### config.mk
export PLATFORM = sky130hd
export DESIGN_NAME = cihp_port
export DESIGN_NICKNAME = d
export VERILOG_FILES = /design/src/shared/cihp_pkg.sv /design/src/hdl/cihp_port.sv
export SDC_FILE = /design/constraint.sdc
export NUM_CORES = 1
export LEC_CHECK = 0
export ABC_AREA = 1
export CAP_MARGIN = 5
export CORE_AREA = 2 2 149 151
export CTS_CLUSTER_SIZE = 20
export DETAILED_ROUTE_END_ITERATION = 10
export DIE_AREA = 0 0 151 153
export DONT_BUFFER_PORTS = 1
export GPL_TIMING_DRIVEN = 1
export PLACE_DENSITY = 0.42
export SLEW_MARGIN = 20
export SYNTH_ARGS = -nofsm -noshare
export SYNTH_HDL_FRONTEND = slang
export SYNTH_SLANG_ARGS = --single-unit
### constraint.sdc
create_clock -name clock -period 13 [get_ports clock]
set_input_delay 1.95 -clock clock [delete_from_list [all_inputs] [get_ports clock]]
set_output_delay 1.95 -clock clock [all_outputs]
set_load 0.1 [all_outputs]
### src/shared/cihp_pkg.sv
package cihp_pkg;

	// processor instruction codes on the register selector port
	localparam int INSTR_W = 3;
	localparam logic [INSTR_W-1:0] INSTR_READ_CMD = 3'h0;
	localparam logic [INSTR_W-1:0] INSTR_READ_OUT = 3'h1;
	localparam logic [INSTR_W-1:0] INSTR_LOAD_IN = 3'h2;
	localparam logic [INSTR_W-1:0] INSTR_CLEAR_CMD = 3'h3;
	localparam logic [INSTR_W-1:0] INSTR_RAISE_IRQ = 3'h4;
	localparam logic [INSTR_W-1:0] INSTR_READ_STATUS = 3'h5;

	// data bus, select code and poll line index widths
	localparam int DATA_W = 8;
	localparam int SEL_W = 4;
	localparam int LINE_IDX_W = 3;

	// register code on the two code lines: {reg_code_hi, reg_code_lo}
	localparam logic [1:0] REG_CODE_R7 = 2'h0;
	localparam logic [1:0] REG_CODE_R6 = 2'h1;
	localparam logic [1:0] REG_CODE_R5 = 2'h2;
	localparam logic [1:0] REG_CODE_R4 = 2'h3;

	// field positions of the one-hot register select in a command read
	localparam int ONEHOT_R7_BIT = 4;
	localparam int ONEHOT_R6_BIT = 5;
	localparam int ONEHOT_R5_BIT = 6;
	localparam int ONEHOT_R4_BIT = 7;

	// field positions of the status read
	localparam int STAT_SELECTED_BIT = 0;
	localparam int STAT_POLL_BIT = 1;
	localparam int STAT_IRQ_REQ_BIT = 2;
	localparam int STAT_PENDING_BIT = 3;

	// reset values
	localparam logic [DATA_W-1:0] BYTE_RESET = 8'h00;
	localparam logic IRQ_REQ_RESET = 1'b0;

	// control oscillator: about 2 MHz, asymmetric (one third high)
	localparam int CLK_FREQ_HZ = 200_000_000;
	localparam int OSC_FREQ_HZ = 2_000_000;
	localparam int OSC_PERIOD_CYC = CLK_FREQ_HZ / OSC_FREQ_HZ;
	localparam int OSC_HIGH_CYC = OSC_PERIOD_CYC / 3;
	localparam int OSC_CNT_W = 7;

	// calculator command latch
	typedef struct packed {
		logic pend;
		logic dir_out;
		logic code_hi;
		logic code_lo;
	} cihp_cmd_t;

	localparam cihp_cmd_t CMD_RESET = 4'h0;

	// calculator slot inputs, all asynchronous to clock
	typedef struct packed {
		logic [SEL_W-1:0] sel_code;
		logic init_n;
		logic poll_n;
		logic strobe;
		logic dir_out;
		logic code_hi;
		logic code_lo;
		logic [SEL_W-1:0] addr;
		logic [DATA_W-1:0] data;
	} cihp_pins_t;

	localparam int PINS_W = $bits(cihp_pins_t);

	// synchroniser reset: idle pin levels, so no false poll or initialize follows reset
	localparam cihp_pins_t PINS_RESET = '{sel_code: '0, init_n: 1'b1, poll_n: 1'b1, strobe: 1'b0,
		dir_out: 1'b0, code_hi: 1'b0, code_lo: 1'b0, addr: '0, data: '0};

endpackage
### src/hdl/cihp_port.sv
// Decided for this implementation: the address map and the strobed register port.
`timescale 1ns/1ps
// Operation
// - respond only when address matches select code
// - flag low when ready, status low without error
// - direction line high means output request
// - output request latches calculator data byte
// - input request drives input latch unless polling
// - strobe latches direction and register code
// - every request sets the pending bit
// - pending bit holds flag high, busy
// - read command puts latched code on bus
// - clear command resets latch and pending bit
// - read output data puts byte on bus
// - load input data captures processor byte
// - raise interrupt pulls line low unless polling
// - low group for 0-7, high for 8-15
// - poll with matching top bit pulls indexed line
// - processor watches pending flag, executes operation
// - processor commands through instruction lines, byte bus
// - asymmetric 2 MHz oscillator drives control logic
// - register code decodes to R7, R6, R5, R4
module cihp_port
	import cihp_pkg::*;
(
	input wire logic clock,
	input wire logic reset,
	input wire logic [SEL_W-1:0] sel_code,
	input wire logic host_init_n,
	input wire logic poll_demand_n,
	input wire logic io_strobe,
	input wire logic xfer_dir_out,
	input wire logic reg_code_hi,
	input wire logic reg_code_lo,
	input wire logic [SEL_W-1:0] periph_addr_bit,
	input wire logic [DATA_W-1:0] host_data_line_in,
	output logic [DATA_W-1:0] host_data_line_out,
	output logic [DATA_W-1:0] host_data_line_oe,
	output logic host_ready_flag,
	output logic host_present_status,
	output logic irq_low_group_n,
	output logic irq_high_group_n,
	input wire logic iface_error,
	input wire logic [INSTR_W-1:0] instr_addr,
	input wire logic [DATA_W-1:0] instr_wr_data,
	input wire logic instr_wr_stb,
	input wire logic instr_rd_stb,
	output logic [DATA_W-1:0] instr_rd_data,
	output logic request_pending_flag,
	output logic ctl_osc
);

	// register code to one-hot {R4,R5,R6,R7}, used by the command read only
	function automatic logic [3:0] reg_onehot(input logic hi, input logic lo);
		logic [3:0] sel;
		sel = 4'h0;
		case ({hi, lo})
			REG_CODE_R7: sel = 4'h1;
			REG_CODE_R6: sel = 4'h2;
			REG_CODE_R5: sel = 4'h4;
			REG_CODE_R4: sel = 4'h8;
			default: sel = 4'h0;
		endcase
		return sel;
	endfunction

	////////////////////////////////////////////////////////////////////////////
	// pin synchroniser: three stages, value accepted once stages two and three agree

	logic [PINS_W-1:0] s1_q, s1_d;
	logic [PINS_W-1:0] s2_q, s2_d;
	logic [PINS_W-1:0] s3_q, s3_d;
	logic [PINS_W-1:0] stable_q, stable_d;
	logic strobe_prev_q, strobe_prev_d;
	cihp_pins_t pin;

	// raw pins gathered; stage one feeds stage two only
	always_comb begin
		s1_d = {sel_code, host_init_n, poll_demand_n, io_strobe, xfer_dir_out,
			reg_code_hi, reg_code_lo, periph_addr_bit, host_data_line_in};
		s2_d = s1_q;
		s3_d = s2_q;
		strobe_prev_d = pin.strobe;
	end

	// per-bit agreement filter so a one-sample glitch never lands
	for (genvar i = 0; i < PINS_W; i++) begin : g_agree
		assign stable_d[i] = (s2_q[i] == s3_q[i]) ? s3_q[i] : stable_q[i];
	end

	// idle levels: strobe low, active-low lines high
	always_ff @(posedge clock or posedge reset) begin
		if (reset) begin
			s1_q <= PINS_RESET;
			s2_q <= PINS_RESET;
			s3_q <= PINS_RESET;
			stable_q <= PINS_RESET;
			strobe_prev_q <= 1'b0;
		end else begin
			s1_q <= s1_d;
			s2_q <= s2_d;
			s3_q <= s3_d;
			stable_q <= stable_d;
			strobe_prev_q <= strobe_prev_d;
		end
	end

	assign pin = cihp_pins_t'(stable_q);

	////////////////////////////////////////////////////////////////////////////
	// request decode

	logic selected;
	logic strobe_edge;
	logic take;
	logic polling;
	logic init_act;

	assign selected = (pin.addr == pin.sel_code);
	assign strobe_edge = pin.strobe & ~strobe_prev_q;
	assign take = strobe_edge & selected;
	// poll is the calculator's low level, only observed here
	assign polling = ~pin.poll_n;
	assign init_act = ~pin.init_n;

	////////////////////////////////////////////////////////////////////////////
	// command latch, data latches and interrupt request

	cihp_cmd_t cmd_q, cmd_d;
	logic [DATA_W-1:0] outb_q, outb_d;
	logic [DATA_W-1:0] inb_q, inb_d;
	logic irq_req_q, irq_req_d;
	logic wr_clear, wr_load, wr_irq;

	assign wr_clear = instr_wr_stb & (instr_addr == INSTR_CLEAR_CMD);
	assign wr_load = instr_wr_stb & (instr_addr == INSTR_LOAD_IN);
	assign wr_irq = instr_wr_stb & (instr_addr == INSTR_RAISE_IRQ);

	// a request in the clear cycle wins over the clear; only an initialize drops it
	always_comb begin
		cmd_d = cmd_q;
		outb_d = outb_q;
		inb_d = inb_q;
		irq_req_d = irq_req_q;
		if (wr_clear) begin
			cmd_d = CMD_RESET;
		end
		if (take) begin
			cmd_d = '{pend: 1'b1, dir_out: pin.dir_out, code_hi: pin.code_hi, code_lo: pin.code_lo};
		end
		if (take && pin.dir_out) begin
			outb_d = pin.data;
		end
		if (wr_load) begin
			inb_d = instr_wr_data;
		end
		// interrupt request level, bit zero sets or drops it
		if (wr_irq) begin
			irq_req_d = instr_wr_data[0];
		end
		// calculator initialize clears the command latch and interrupt request, not the data latches
		if (init_act) begin
			cmd_d = CMD_RESET;
			irq_req_d = IRQ_REQ_RESET;
		end
	end

	always_ff @(posedge clock or posedge reset) begin
		if (reset) begin
			cmd_q <= CMD_RESET;
			outb_q <= BYTE_RESET;
			inb_q <= BYTE_RESET;
			irq_req_q <= IRQ_REQ_RESET;
		end else begin
			cmd_q <= cmd_d;
			outb_q <= outb_d;
			inb_q <= inb_d;
			irq_req_q <= irq_req_d;
		end
	end

	////////////////////////////////////////////////////////////////////////////
	// calculator-side outputs, all registered

	logic [DATA_W-1:0] dout_d, doe_d;
	logic flag_d, status_d, irql_d, irqh_d, pendo_d;
	logic drive_in;
	logic poll_match;

	// input request drive, suppressed in a poll
	assign drive_in = selected & ~pin.dir_out & ~polling;
	// poll answered by group top bit
	assign poll_match = polling & (pin.addr[SEL_W-1] == pin.sel_code[SEL_W-1]);

	// open-drain poll answer: only the indexed line is enabled, at low level
	for (genvar b = 0; b < DATA_W; b++) begin : g_line
		always_comb begin
			if (poll_match) begin
				dout_d[b] = 1'b0;
				doe_d[b] = (pin.sel_code[LINE_IDX_W-1:0] == LINE_IDX_W'(b));
			end else begin
				dout_d[b] = inb_q[b];
				doe_d[b] = drive_in;
			end
		end
	end

	always_comb begin
		flag_d = cmd_d.pend;
		status_d = iface_error;
		pendo_d = cmd_d.pend;
		// group chosen by switch top bit
		irql_d = ~(irq_req_d & ~polling & ~pin.sel_code[SEL_W-1]);
		irqh_d = ~(irq_req_d & ~polling & pin.sel_code[SEL_W-1]);
	end

	always_ff @(posedge clock or posedge reset) begin
		if (reset) begin
			host_data_line_out <= '0;
			host_data_line_oe <= '0;
			host_ready_flag <= 1'b0;
			host_present_status <= 1'b0;
			request_pending_flag <= 1'b0;
			irq_low_group_n <= 1'b1;
			irq_high_group_n <= 1'b1;
		end else begin
			host_data_line_out <= dout_d;
			host_data_line_oe <= doe_d;
			host_ready_flag <= flag_d;
			host_present_status <= status_d;
			request_pending_flag <= pendo_d;
			irq_low_group_n <= irql_d;
			irq_high_group_n <= irqh_d;
		end
	end

	////////////////////////////////////////////////////////////////////////////
	// processor read path: answer in the cycle after the strobe, zero otherwise

	logic [DATA_W-1:0] rd_d;

	always_comb begin
		rd_d = '0;
		if (instr_rd_stb) begin
			case (instr_addr)
				INSTR_READ_CMD: rd_d = {reg_onehot(cmd_q.code_hi, cmd_q.code_lo), cmd_q};
				INSTR_READ_OUT: rd_d = outb_q;
				INSTR_READ_STATUS: begin
					rd_d[STAT_SELECTED_BIT] = selected;
					rd_d[STAT_POLL_BIT] = polling;
					rd_d[STAT_IRQ_REQ_BIT] = irq_req_q;
					rd_d[STAT_PENDING_BIT] = cmd_q.pend;
				end
				default: rd_d = '0;
			endcase
		end
	end

	always_ff @(posedge clock or posedge reset) begin
		if (reset) begin
			instr_rd_data <= '0;
		end else begin
			instr_rd_data <= rd_d;
		end
	end

	////////////////////////////////////////////////////////////////////////////
	// control oscillator, asymmetric; kept free-running so its phase is predictable

	localparam logic [OSC_CNT_W-1:0] OSC_LAST = OSC_CNT_W'(OSC_PERIOD_CYC - 1);
	localparam logic [OSC_CNT_W-1:0] OSC_HIGH = OSC_CNT_W'(OSC_HIGH_CYC);
	logic [OSC_CNT_W-1:0] osc_cnt_q, osc_cnt_d;
	logic osc_d;

	always_comb begin
		osc_cnt_d = (osc_cnt_q == OSC_LAST) ? '0 : osc_cnt_q + 1'b1;
		osc_d = (osc_cnt_d < OSC_HIGH);
	end

	always_ff @(posedge clock or posedge reset) begin
		if (reset) begin
			// start at the period end so the first high phase is full length
			osc_cnt_q <= OSC_LAST;
			ctl_osc <= 1'b0;
		end else begin
			osc_cnt_q <= osc_cnt_d;
			ctl_osc <= osc_d;
		end
	end
endmodule

After elaboration in Yosys (flattened, before gate mapping):

Cells that the tools add are included.

* word-level logic and storage cells: 131
* bits in registers: 145
* input bits: 38

* bitwise logic cells: 17
* add/subtract/negate cells: 1
* magnitude comparators: 1
* equal/unequal tests: 41
* reduce and logical (&&, ||, !) cells: 4
* muxes and demuxes: 26

Operator list (count)
* equality test 1 bit: 23
* equality test 3 bit, second input constant: 6
* two-way mux 1 bit: 18
* case mux 4 bit (4 select lines): 1
* equality test 3 x 2 -> 1 bit, second input constant: 4
* two-way mux 4 bit: 3
* case mux 4 bit (3 select lines): 1
* bitwise AND 1 bit: 11
* two-way mux 8 bit: 1
* case mux 4 bit (2 select lines): 1
* adder 7 x 1 -> 7 bit, second input constant: 1
* equality test 7 bit, second input constant: 1
* less-than comparator 7 x 6 -> 1 bit, second input constant: 1
* two-way mux 7 bit: 1
* equality test 3 x 1 -> 1 bit, second input constant: 2
* logical NOT 3 bit: 2
* inverter 1 bit: 6
* equality test 2 bit, second input constant: 2
* equality test 4 bit: 1
* != test 3 x 1 -> 1 bit, second input constant: 1
* equality test 2 x 1 -> 1 bit, second input constant: 1
* logical NOT 2 bit: 1
* logical AND 1 bit: 1

Depth between registers and ports, before layout:

Gate-level depths: netlist of the first run.

* depth in word-level cells: 7
* gate-level depth with buffers: 9
* mapped depth without buffers: 9

Least setup slack after synthesis of the first run:

No wires, ideal clock.

* path type: flip-flop to output port
* start point: register request_pending_flag
* end point: output port request_pending_flag
* cell stages (with the launch flop): 2
* path buffers: 1
* arrival time: 1.351 ns
* data required time: 11.050 ns
* setup slack: 9.699 ns
* cells stage by stage: dfrtp_1 > buf_4

RTL lines
* start, declared: RTL line cihp_port.sv:49 `output logic request_pending_flag,`
* start signal, assigned: RTL line cihp_port.sv:231 `request_pending_flag <= pendo_d;`

No word-level cell between the ends.

Worst setup path in the final report of the first run:

* start point: register request_pending_flag
* end point: output port request_pending_flag

No word-level cell between the ends.

==> results of run 1 <==
[Yosys cell counts (2+ instances only)]
master and number:
nor2_1 14, o211ai_1 2, dfstp_2 14, o21ai_0 10, nand4_1 14, or2_0 2, nand3_1 17, maj3_1 22
nand2_1 63, dfrtp_1 131, inv_1 39, mux2_4 7, a21oi_1 6, xnor2_1 4
[state kept, by name (all words and copies together), names as in the netlist, 3 cells and up]
name and flops:
host_data_line_oe 8, host_data_line_out 8, cmd_q 3, osc_cnt_q 7, outb_q 8, s1_q 22
instr_rd_data 8, pin 22, s3_q 22, inb_q 8, s2_q 22
[metrics by stage]
stage | utilization, % | area [um2] | setup WS (ps) | cells
final | 27.00 | 5802 | 9605 | 678
after global routing | 26.96 | 5792 | 9563 | 674
after CTS | 26.92 | 5784 | 9574 | 671
after detailed placement | 24.27 | 5214 | 9585 | 639
after global placement | 24.27 | 5214 | 9645 | 639
after floorplan | - | 4870 | 7179 | 361
[final cells by class]
class | count | area [um2]
antenna | 7 | 17.52
sequential | 145 | 3647
clock buffer | 19 | 442.9
clock inverter | 13 | 127.6
timing repair buffer | 2 | 15.01
multi-input combinational | 172 | 1046
inverter | 40 | 155.1
tap | 280 | 350.3
fill | 2212 | 15680
[how the worst min path moves through the flow]
stage / from / end / slack (ps) / cells after the start
after floorplan: s1_q[0] / s2_q[0] / 330 / 0
after global placement: s1_q[8] / s2_q[8] / 330 / 0
after detailed placement: s1_q[18] / s2_q[18] / 330 / 0
after CTS: s1_q[18] / s2_q[18] / 350 / 0
after global routing: s1_q[11] / s2_q[11] / 350 / 0
final: s1_q[20] / s2_q[20] / 350 / 0
[logic make-up (layout without fill, tap and decap cells)]
logic type,after synthesis,in the layout
flops,145,145
simple gates,117,117
buf+inv,44,74
fa+ha+maj,23,23
compound gates,21,21
mux,7,7
xor+xnor,4,4
other cells,0,7
[power by group]
| part | internal [mW] | switching, mW |
|---|---|---|
| Clock | 0.273 | 0.198 |
| Combinational | 0.0223 | 0.0308 |
| Sequential | 0.492 | 0.0878 |
[metal layers]
metal  GRT usage (%)  part of all wire (%)  up-vias
met2           11.84                    46       75
met1           9.574                    42     1229
met3           5.164                    10       19
met5               0                  0.53        -
li1                -                     -     1218
met4           4.539                   2.2        6
==> summary.log, run 1 <==
[timing] total count of hold-check failures in the final report 0
[clock_tree] maximum buffer depth of the clock tree 2
[worst_setup_path] depth of the worst register-to-register path 6
[synthesis] dominant combinational cell family by area after synthesis simple AND/OR/NAND/NOR gates
[power_and_ir_drop] leakage 2.670 nW
[status] outcome completed
[timing] final critical delay including setup and external delays 3395 ps
[job] count of maximum capacitance violations 0
[worst_setup_path] CP Class flop to output pin
[drt] number of nets still failing antenna checks after routing 0
[synthesis] fraction of post-synthesis cell area in the top cell type by area 67.32%
[global_routing] wire length of the first global-routing pass 14280 um
[timing] setup TNS 0 ps
[timing] setup repair after global routing missed its margin no
[layout] commonest cells after routing, fill and taps aside dfrtp_1, nand2_1, inv_1, maj3_1
[timing] maximum clock rate 294.6 MHz
[floorplanning] core outline area 21490 um2
[synthesis] primary flip-flop cell chosen by synthesis mapping dfrtp_1
[worst_setup_path] R2R setup slack 11320 ps
[worst_setup_path] startpoint of the worst-slack reg-to-reg timing path pin[20]
[worst_setup_path] largest driver fanout on the critical path 4
[timing] max-slew violation total from the final report 0
[floorplanning] Die Span Y 153 um
[synthesis] number of enable-type register cells in the synthesized netlist 0
[global_routing] pin count of the biggest net entering global routing 81
[clock_tree] Root Driver clkbuf_16
[power_and_ir_drop] Design Power 1.103 mW
[drt] number of remaining DRC errors 0
[clock_tree] clk sinks 145
[drt] DR iter-0 viols 150
[synthesis] number of synthesis warnings 0
[floorplanning] DIE AREA 23100 um2
[min_path] worst min-delay path category flop to flop
[floorplanning] starting utilization of the core area 22.66%
[layout] P&R area growth vs syn 19.14%
[synthesis] mux share of post-synthesis cell area 2.158%
[worst_setup_path] Crit path depth 0
[clock_tree] buffers inserted by post-CTS timing repair 0
[synthesis] syn avg cell area 13.49 um2
[worst_setup_path] critical path data arrival time 1440 ps
[clock_tree] number of resized instances in the post-cts repair step 0
[drt] overall via count from detail_route 2547
[synthesis] cell count after synthesis 361
[timing] remaining max-slew budget at the tightest pin 34.16%
[worst_setup_path] worst reg2reg path endpoint outb_q[6]
[clock_tree] register clock-pin slew on the reported worst setup and hold paths 60 ps
[worst_setup_path] end point of the critical path request_pending_flag
[timing] Worst Clk Skew 8.462 ps
[clock_tree] latest clock arrival within the worst-skew pair 420 ps
[global_routing] global-route usage over all layers 8.318%
[synthesis] most area-hungry cell type in the Yosys netlist dfrtp_1
[synthesis] Netlist Area Pre-Place 4870 um2
[synthesis] synth unique cells 30
[worst_setup_path] Worst EP required 11050 ps
[timing] final setup violation count 0
[clock_tree] hold_buf cts 0
[drt] Routed WL per cell 12.80 um
[worst_setup_path] kind of start point of the critical path flop
[floorplanning] Ports 68
[drt] total wirelength of the detailed-routed design 8681 um
[global_routing] vias in the first global route 2646
[synthesis] Post-synth ARST share 100.0%
[worst_setup_path] endpoint type of the worst setup path output pin
[synthesis] simple-gate share of the synthesized area 11.43%
[synthesis] compound-cell area share of the yosys netlist 2.390%
[clock_tree] # H-tree levels 4
[layout] most common cell after layout, fill and taps aside dfrtp_1
[worst_setup_path] critical path startpoint request_pending_flag
[synthesis] Synthesized Nets 400
[floorplanning] Cell Rows 54
[placement] port bufs 0
[timing] WHS 345.9 ps
[drt] drt pass-1 iters 5
[global_routing] initial antenna violation count 10
[timing] Period Utilization, post-route 26.11%
[synthesis] adder and majority gate portion of the synthesized area 4.779%
[placement] Routability Congestion 0.7417
[power_and_ir_drop] Power per Cell Area 190.1 nW/um2
[synthesis] Seq cells post-synth 145
[layout] final layout net count 417
[floorplanning] Die Width 151 um
[synthesis] post-synthesis share of cell area spent on xor and xnor gates 0.7194%
[layout] fraction of layout instances using a drive strength above 1 16.11%
[drt] Via density 3.757
[clock_tree] clock tree from TritonCTS built
[global_routing] total overflow reported by the global router 0
[clock_tree] total clock buffers created by CTS 17
[placement] HPWL after detailed placement 5765 um
[synthesis] top area cells in the synthesized netlist dfrtp_1, dfstp_2, nand2_1, maj3_1, inv_1
[synthesis] proportion of synthesized chip area in sequential cells 74.87%
[power_and_ir_drop] VDD IR max 0.00007096 V
[timing] slew at the pin with the worst max-slew slack 987.5 ps
Power figures use the tool's default switching activity.
==> run 2: changes to the inputs <==
--- a/config.mk
+++ b/config.mk
@@ -13,7 +13,7 @@
 export DIE_AREA = 0 0 151 153
 export DONT_BUFFER_PORTS = 1
 export GPL_TIMING_DRIVEN = 1
-export PLACE_DENSITY = 0.42
+export PLACE_DENSITY = 0.43
 export SLEW_MARGIN = 20
 export SYNTH_ARGS = -nofsm -noshare
 export SYNTH_HDL_FRONTEND = slang
==> constraint.sdc (replaced) <==
create_clock -name clock -period 3 [get_ports clock]
set_input_delay 0.45 -clock clock [delete_from_list [all_inputs] [get_ports clock]]
set_output_delay 0.45 -clock clock [all_outputs]
set_load 0.1 [all_outputs]
==> summary.log, run 2 (synthesized netlist as in run 1, its figures left out) <==
[layout] post-route core utilization 26.93% [-0.076 points]
[floorplanning] Die Span Y 153 um [unchanged]
[timing] max-slew violation total from the final report 0 [unchanged]
[worst_setup_path] largest driver fanout on the critical path 4 [unchanged]
[drt] number of nets still failing antenna checks after routing 0 [unchanged]
[min_path] worst min-delay path category input port to flop
[drt] Via density 3.783 [+0.69%]
[worst_setup_path] critical path data arrival time 1440 ps [about the same]
[min_path] Hold Path Sink s1_q[16]
[placement] number of placed instances, taps included 638 [-0.16%]
[timing] Worst Clk Skew 12.99 ps [+4.527 ps]
[drt] DR iter-0 viols 140 [-6.7%]
[layout] Final Non-Filler Cells 672 [-0.88%]
[placement] port bufs 0 [unchanged]
[floorplanning] starting utilization of the core area 22.66% [unchanged]
[placement] Routability Congestion 0.7114 [-4.1%]
[clock_tree] # H-tree levels 4 [unchanged]
[layout] final layout net count 417 [unchanged]
[layout] commonest cells after routing, fill and taps aside dfrtp_1, nand2_1, inv_1, maj3_1
[drt] number of remaining DRC errors 0 [unchanged]
[timing] slew at the pin with the worst max-slew slack 991.5 ps [+3.977 ps]
[power_and_ir_drop] leakage 2.656 nW [-0.52%]
[layout] fraction of layout instances using a drive strength above 1 15.86% [-0.26 points]
[global_routing] vias in the first global route 2657 [+0.42%]
[drt] Routed WL per cell 13.02 um [+1.7%]
[floorplanning] core outline area 21490 um2 [unchanged]
[clock_tree] register clock-pin slew on the reported worst setup and hold paths 60 ps [about the same]
[global_routing] global-route usage over all layers 8.400% [+0.082 points]
[clock_tree] buffers inserted by post-CTS timing repair 0 [unchanged]
[layout] filler instances 2224 [+0.54%]
[timing] setup TNS 0 ps [unchanged]
[floorplanning] Ports 68 [unchanged]
[timing] setup repair after global routing missed its margin no
[timing] post-route setup slack 1109 ps [-8496 ps]
[drt] overall via count from detail_route 2542 [-0.20%]
[worst_setup_path] worst reg2reg path endpoint outb_q[2]
[min_path] startpoint of the lowest-slack hold path poll_demand_n
[clock_tree] total clock buffers created by CTS 17 [unchanged]
[clock_tree] Root Driver clkbuf_16
[timing] Period Utilization, post-route 63.04%
[timing] final critical delay including setup and external delays 1891 ps
[clock_tree] latest clock arrival within the worst-skew pair 420 ps [about the same]
[power_and_ir_drop] VDD IR max 0.0003520 V [+400%]
[floorplanning] Die Width 151 um [unchanged]
[worst_setup_path] CP Class flop to output pin
[drt] total wirelength of the detailed-routed design 8752 um [+0.82%]
[status] outcome completed
[clock_tree] maximum buffer depth of the clock tree 2 [unchanged]
[global_routing] initial antenna violation count 2 [-8]
[worst_setup_path] depth of the worst register-to-register path 5 [-1]
[clock_tree] clock tree from TritonCTS built
[power_and_ir_drop] Design Power 4.729 mW [+330%]
[global_routing] pin count of the biggest net entering global routing 146 [+80%]
[drt] drt pass-1 iters 4 [-1]
[global_routing] total overflow reported by the global router 0 [unchanged]
[worst_setup_path] endpoint type of the worst setup path output pin
[timing] maximum clock rate 528.8 MHz
[layout] most common cell after layout, fill and taps aside dfrtp_1
[min_path] number of instances on the worst hold path 0 [unchanged]
[timing] total count of hold-check failures in the final report 0 [unchanged]
[worst_setup_path] kind of start point of the critical path flop
[power_and_ir_drop] Power per Cell Area 817.4 nW/um2 [+330%]
[layout] P&R area growth vs syn 18.81%
[worst_setup_path] R2R setup slack 1340 ps [-9980 ps]
[job] count of maximum capacitance violations 0 [unchanged]
[floorplanning] DIE AREA 23100 um2 [unchanged]
[worst_setup_path] Worst EP required 2550 ps [-8500 ps]
[clock_tree] clk sinks 145 [unchanged]
[worst_setup_path] startpoint of the worst-slack reg-to-reg timing path pin[15]
[placement] Setup Slack @ Placement 1321 ps [-8264 ps]
[timing] remaining max-slew budget at the tightest pin 33.90% [-0.27 points]
[floorplanning] Cell Rows 54 [unchanged]
[timing] final setup violation count 0 [unchanged]
[placement] HPWL after detailed placement 5719 um [-0.80%]
[global_routing] wire length of the first global-routing pass 14660 um [+2.6%]
[run 2: cell types whose count changed in the layout (fill, tap and decap cells not counted), sizes merged]
cell,previous run,this run
clkinv,5,7
diode,7,1
buf,2,1
clkinvlp,1,4
dlygate4sd3,0,1
inv,46,41
[run 2: what timing repair did]
action | CTS | global route
endpoints found under the hold margin | 0 | 1
setup endpoints to repair | 0 | 0
hold buffers | 0 | 1
gates resized for setup | 0 | 0
[run 2: per-stage QoR]
stage / hold slack (ps) / area, um2
2_1_floorplan: 331.2 / 4873
3_3_place_gp: 333.6 / 5218
3_5_place_dp: 334.7 / 5218
4_1_cts: 3.257 / 5773
5_1_grt: 2.891 / 5786
6_report: 32.75 / 5786
[run 2: worst max path at each step]
stage / slack, ps / endpoint / from / cells past startpoint
2_1_floorplan: 740 / cmd_q[0] / reset / 1
6_report: 1110 / request_pending_flag / request_pending_flag / 0
3_5_place_dp: 1320 / outb_q[2] / pin[21] / 6
5_1_grt: 1050 / host_ready_flag / request_pending_flag / 0
4_1_cts: 1070 / request_pending_flag / request_pending_flag / 0
3_3_place_gp: 1390 / outb_q[0] / pin[21] / 6
[run 2: final cells by class]
type / count / area, um2 / share of cell area (%)
timing repair buffer: 2 / 30.03 / 0.5190
inverter: 40 / 153.9 / 2.660
tap: 280 / 350.3 / 6.055
antenna: 1 / 2.502 / 0.04325
clock buffer: 19 / 442.9 / 7.656
sequential: 145 / 3647 / 63.04
clock inverter: 13 / 112.6 / 1.946
multi-input combinational: 172 / 1046 / 18.08
[run 2: power by group]
part | internal (mW) | total [mW] | switching (mW)
clock network | 1.16 | 1.98 | 0.823
logic | 0.0976 | 0.231 | 0.133
registers | 2.13 | 2.51 | 0.383
[run 2: per-layer routing]
layer  global-route usage (%)  wire length [um]
met3                    4.030               556
met1                    10.72              4115
met5                        0                13
met2                    11.84              3927
met4                    4.139               138
==> run 3: changes to the inputs <==
--- a/config.mk
+++ b/config.mk
@@ -5,15 +5,15 @@
 export SDC_FILE = /design/constraint.sdc
 export NUM_CORES = 1
 export LEC_CHECK = 0
-export ABC_AREA = 1
+export ABC_AREA = 0
 export CAP_MARGIN = 5
-export CORE_AREA = 2 2 149 151
+export CORE_AREA = 2 2 148 150
 export CTS_CLUSTER_SIZE = 20
 export DETAILED_ROUTE_END_ITERATION = 10
-export DIE_AREA = 0 0 151 153
+export DIE_AREA = 0 0 150 152
 export DONT_BUFFER_PORTS = 1
 export GPL_TIMING_DRIVEN = 1
-export PLACE_DENSITY = 0.43
+export PLACE_DENSITY = 0.42
 export SLEW_MARGIN = 20
 export SYNTH_ARGS = -nofsm -noshare
 export SYNTH_HDL_FRONTEND = slang
==> constraint.sdc (replaced) <==
create_clock -name clock -period 1.8 [get_ports clock]
set_input_delay 0.27 -clock clock [delete_from_list [all_inputs] [get_ports clock]]
set_output_delay 0.27 -clock clock [all_outputs]
set_load 0.1 [all_outputs]
==> summary.log, run 3 <==
[status] outcome completed
[worst_setup_path] critical path data arrival time 2000 ps [+560 ps]
[min_path] Hold Path Sink instr_rd_data[3]
[clock_tree] clk sinks 145 [unchanged]
[synthesis] Netlist Area Pre-Place 4772 um2 [-2.0%]
[timing] Period Utilization, post-route 94.72%
[layout] filler instances 2140 [-3.8%]
[timing] total count of hold-check failures in the final report 0 [unchanged]
[global_routing] GRT met3 Usage 3.303% [-0.73 points]
[synthesis] proportion of synthesized chip area in sequential cells 76.40% [+1.5 points]
[worst_setup_path] kind of start point of the critical path flop
[floorplanning] Die Width 150 um [-0.66%]
[synthesis] Commonest cells post-synth dfrtp_1, maj3_1, mux2_2
[synthesis] number of enable-type register cells in the synthesized netlist 0 [unchanged]
[timing] max-slew violation total from the final report 0 [unchanged]
[worst_setup_path] startpoint of the worst-slack reg-to-reg timing path pin[19]
[global_routing] pin count of the biggest net entering global routing 83 [-43%]
[worst_setup_path] depth of the worst register-to-register path 4 [-1]
[floorplanning] Cell Rows 54 [unchanged]
[synthesis] most area-hungry cell type in the Yosys netlist dfrtp_1
[timing] remaining max-slew budget at the tightest pin 66.04% [+32 points]
[worst_setup_path] endpoint type of the worst setup path flop
[job] count of maximum capacitance violations 0 [unchanged]
[timing] setup TNS 0 ps [unchanged]
[synthesis] number of synthesis warnings 0 [unchanged]
[power_and_ir_drop] VDD IR max 0.0005387 V [+53%]
[floorplanning] core outline area 21350 um2 [-0.63%]
[placement] HPWL after detailed placement 5627 um [-1.6%]
[layout] total inserted antenna cells 0 [-1]
[synthesis] Post-synth ARST share 100.0% [unchanged]
[clock_tree] clock tree from TritonCTS built
[power_and_ir_drop] leakage 2.793 nW [+5.2%]
[worst_setup_path] CP Class flop to flop
[clock_tree] latest clock arrival within the worst-skew pair 410 ps [about the same]
[drt] Via density 3.727 [-1.5%]
[global_routing] global-route usage over all layers 8.269% [-0.13 points]
[layout] post-route cell area 6479 um2 [+12%]
[worst_setup_path] R2R setup slack 100 ps [-1240 ps]
[clock_tree] Root Driver clkbuf_16
[floorplanning] starting utilization of the core area 22.35% [-0.31 points]
[clock_tree] maximum buffer depth of the clock tree 2 [unchanged]
[worst_setup_path] Critical-path top delay cell dfrtp_2
[power_and_ir_drop] Power per Cell Area 1371 nW/um2 [+68%]
[timing] post-route setup slack 95.09 ps [-1014 ps]
[worst_setup_path] worst reg2reg path endpoint outb_q[7]
[synthesis] simple-gate share of the synthesized area 7.577% [-3.9 points]
[power_and_ir_drop] Design Power 8.885 mW [+88%]
[synthesis] synth unique cells 42 [+40%]
[synthesis] mux share of post-synthesis cell area 5.506% [+3.3 points]
[layout] final layout net count 420 [+0.72%]
[worst_setup_path] Worst EP required 2100 ps [-450 ps]
[global_routing] Top Usage Layer GRT met2
[floorplanning] Ports 68 [unchanged]
[drt] drt pass-1 iters 4 [unchanged]
[timing] Worst Clk Skew 5.947 ps [-7.042 ps]
[synthesis] most numerous cell in the Yosys netlist dfrtp_1
[floorplanning] Die Span Y 152 um [-0.65%]
[worst_setup_path] largest driver fanout on the critical path 8 [+4]
[clock_tree] total clock buffers created by CTS 17 [unchanged]
[timing] slew at the pin with the worst max-slew slack 510.6 ps [-481.0 ps]
[floorplanning] DIE AREA 22800 um2 [-1.3%]
[drt] number of remaining DRC errors 0 [unchanged]
[global_routing] wire length of the first global-routing pass 14330 um [-2.2%]
[global_routing] routing usage on met2 11.46% [-0.38 points]
[placement] port bufs 0 [unchanged]
[synthesis] top area cells in the synthesized netlist dfrtp_1, dfstp_2, maj3_1, mux2_2, nor2b_1
[worst_setup_path] CP Buf/Inv Count 0
[timing] final critical delay including setup and external delays 1705 ps
[drt] DR iter-0 viols 106 [-24%]
[global_routing] total overflow reported by the global router 0 [unchanged]
[layout] P&R area growth vs syn 35.76%
[worst_setup_path] cell family with most CP delay simple AND/OR/NAND/NOR gates
[min_path] number of instances on the worst hold path 2 [+2]
[drt] total wirelength of the detailed-routed design 8539 um [-2.4%]
[drt] overall via count from detail_route 2512 [-1.2%]
[worst_setup_path] crit-path cells xor2_2 -> nor4_4 -> and3_4 -> mux2_2
[global_routing] GR Layer Usage met1 10.93% [+0.22 points]
[clock_tree] # H-tree levels 4 [unchanged]
[placement] placement-stage cell area 5405 um2 [+3.6%]
[synthesis] dominant combinational cell family by area after synthesis simple AND/OR/NAND/NOR gates
[synthesis] cell count after synthesis 299 [-17%]
[drt] number of nets still failing antenna checks after routing 0 [unchanged]
[min_path] worst min-delay path category input port to flop
[global_routing] initial antenna violation count 0 [-2]
[placement] Setup Slack @ Placement 41.63 ps [-1280 ps]
[layout] fraction of layout instances using a drive strength above 1 27.16% [+11 points]
[drt] Routed WL per cell 12.67 um [-2.7%]
[synthesis] primary flip-flop cell chosen by synthesis mapping dfrtp_1
[layout] commonest cells after routing, fill and taps aside dfrtp_1, dlygate4sd3_1, buf_4, maj3_1, mux2_2
[global_routing] vias in the first global route 2701 [+1.7%]
[synthesis] syn avg cell area 15.96 um2 [+18%]
[synthesis] post-synthesis share of cell area spent on xor and xnor gates 1.468% [+0.75 points]
[clock_tree] register clock-pin slew on the reported worst setup and hold paths 60 ps [about the same]
[synthesis] Seq cells post-synth 145 [unchanged]
[worst_setup_path] delay of the slowest cell on the worst path 440 ps
[synthesis] Synthesized Nets 338 [-16%]
[placement] Routability Congestion 0.7361 [+3.5%]
[timing] final setup violation count 0 [unchanged]
[synthesis] adder and majority gate portion of the synthesized area 4.877% [+0.098 points]
[layout] most common cell after layout, fill and taps aside dfrtp_1
[timing] maximum clock rate 586.5 MHz
[synthesis] fraction of post-synthesis cell area in the top cell type by area 68.69% [+1.4 points]
[timing] setup repair after global routing missed its margin no
[synthesis] compound-cell area share of the yosys netlist 2.963% [+0.57 points]
[min_path] startpoint of the lowest-slack hold path instr_addr[0]
-- run 3: cell count changes after synthesis, sizes merged, moves of 3 or more --
cell / before / now
mux2: 7 / 18
nor2: 15 / 12
inv: 40 / 4
nand4: 15 / 1
nor2b: 0 / 10
clkbuf: 1 / 4
nand3: 18 / 5
o21ai: 11 / 8
a22oi: 0 / 4
mux2i: 0 / 6
nand2: 63 / 11
xor2: 0 / 5
-- run 3: metal layers --
metal / wire length [um] / share of wire [%] / vias up
met2: 3924 / 46 / 59
li1: - / - / 1189
met1: 3932 / 46 / 1254
met3: 524 / 6.1 / 10
met5: 0 / 0 / -
met4: 157 / 1.8 / 0
-- run 3: per-stage QoR --
stage                     cells  hold slack [ps]  util (%)
final                       674            48.94     30.34
after global placement      607            83.34     25.32
after CTS                   673            27.58     30.26
after detailed placement    607            83.23     25.32
after global routing        674            35.34     30.34
after floorplan             299            274.5         -
-- run 3: repair_timing --
action,in CTS,in global routing
gates resized for setup,0,4
endpoints found under the hold margin,92,0
buffers inserted,0,2
hold buffers,34,0
setup endpoints to repair,0,8
-- run 3: how the worst max path moves through the flow --
stage | from | to | slack (ps) | cells past startpoint
floorplan | reset | cmd_q[0] | -280 | 1
global placement | pin[10] | outb_q[6] | 70 | 5
detailed placement | pin[10] | outb_q[7] | 40 | 5
CTS | pin[10] | outb_q[4] | 30 | 5
global route | pin[19] | outb_q[7] | 3 | 4
finish | pin[19] | outb_q[7] | 100 | 4
-- run 3: kinds of logic (layout without fill, tap and decap cells) --
logic type,count (synthesis),count (layout)
AOI/OAI and AO/OA,23,23
xor gates and xnor gates,8,8
adders and majority gates,23,23
buffers and inverters,12,107
DFF,145,145
muxes,24,24
and+or+nand+nor,64,64
-- run 3: power by group --
part	total, mW	internal [mW]	switching, mW
sequential	3.71	3.56	0.148
clock	4.15	2.86	1.29
combinational	1.03	0.339	0.686
-- run 3: area by class of cell --
class	count	area, um2	share of cell area (%)
Timing Repair Buffer	71	655.6	10.12
Clock buffer	24	521.8	8.053
Multi-Input combinational cell	142	1090	16.82
Clock inverter	8	193.9	2.993
Inverter	4	18.77	0.2897
Tap cell	280	350.3	5.407
Sequential cell	145	3649	56.32
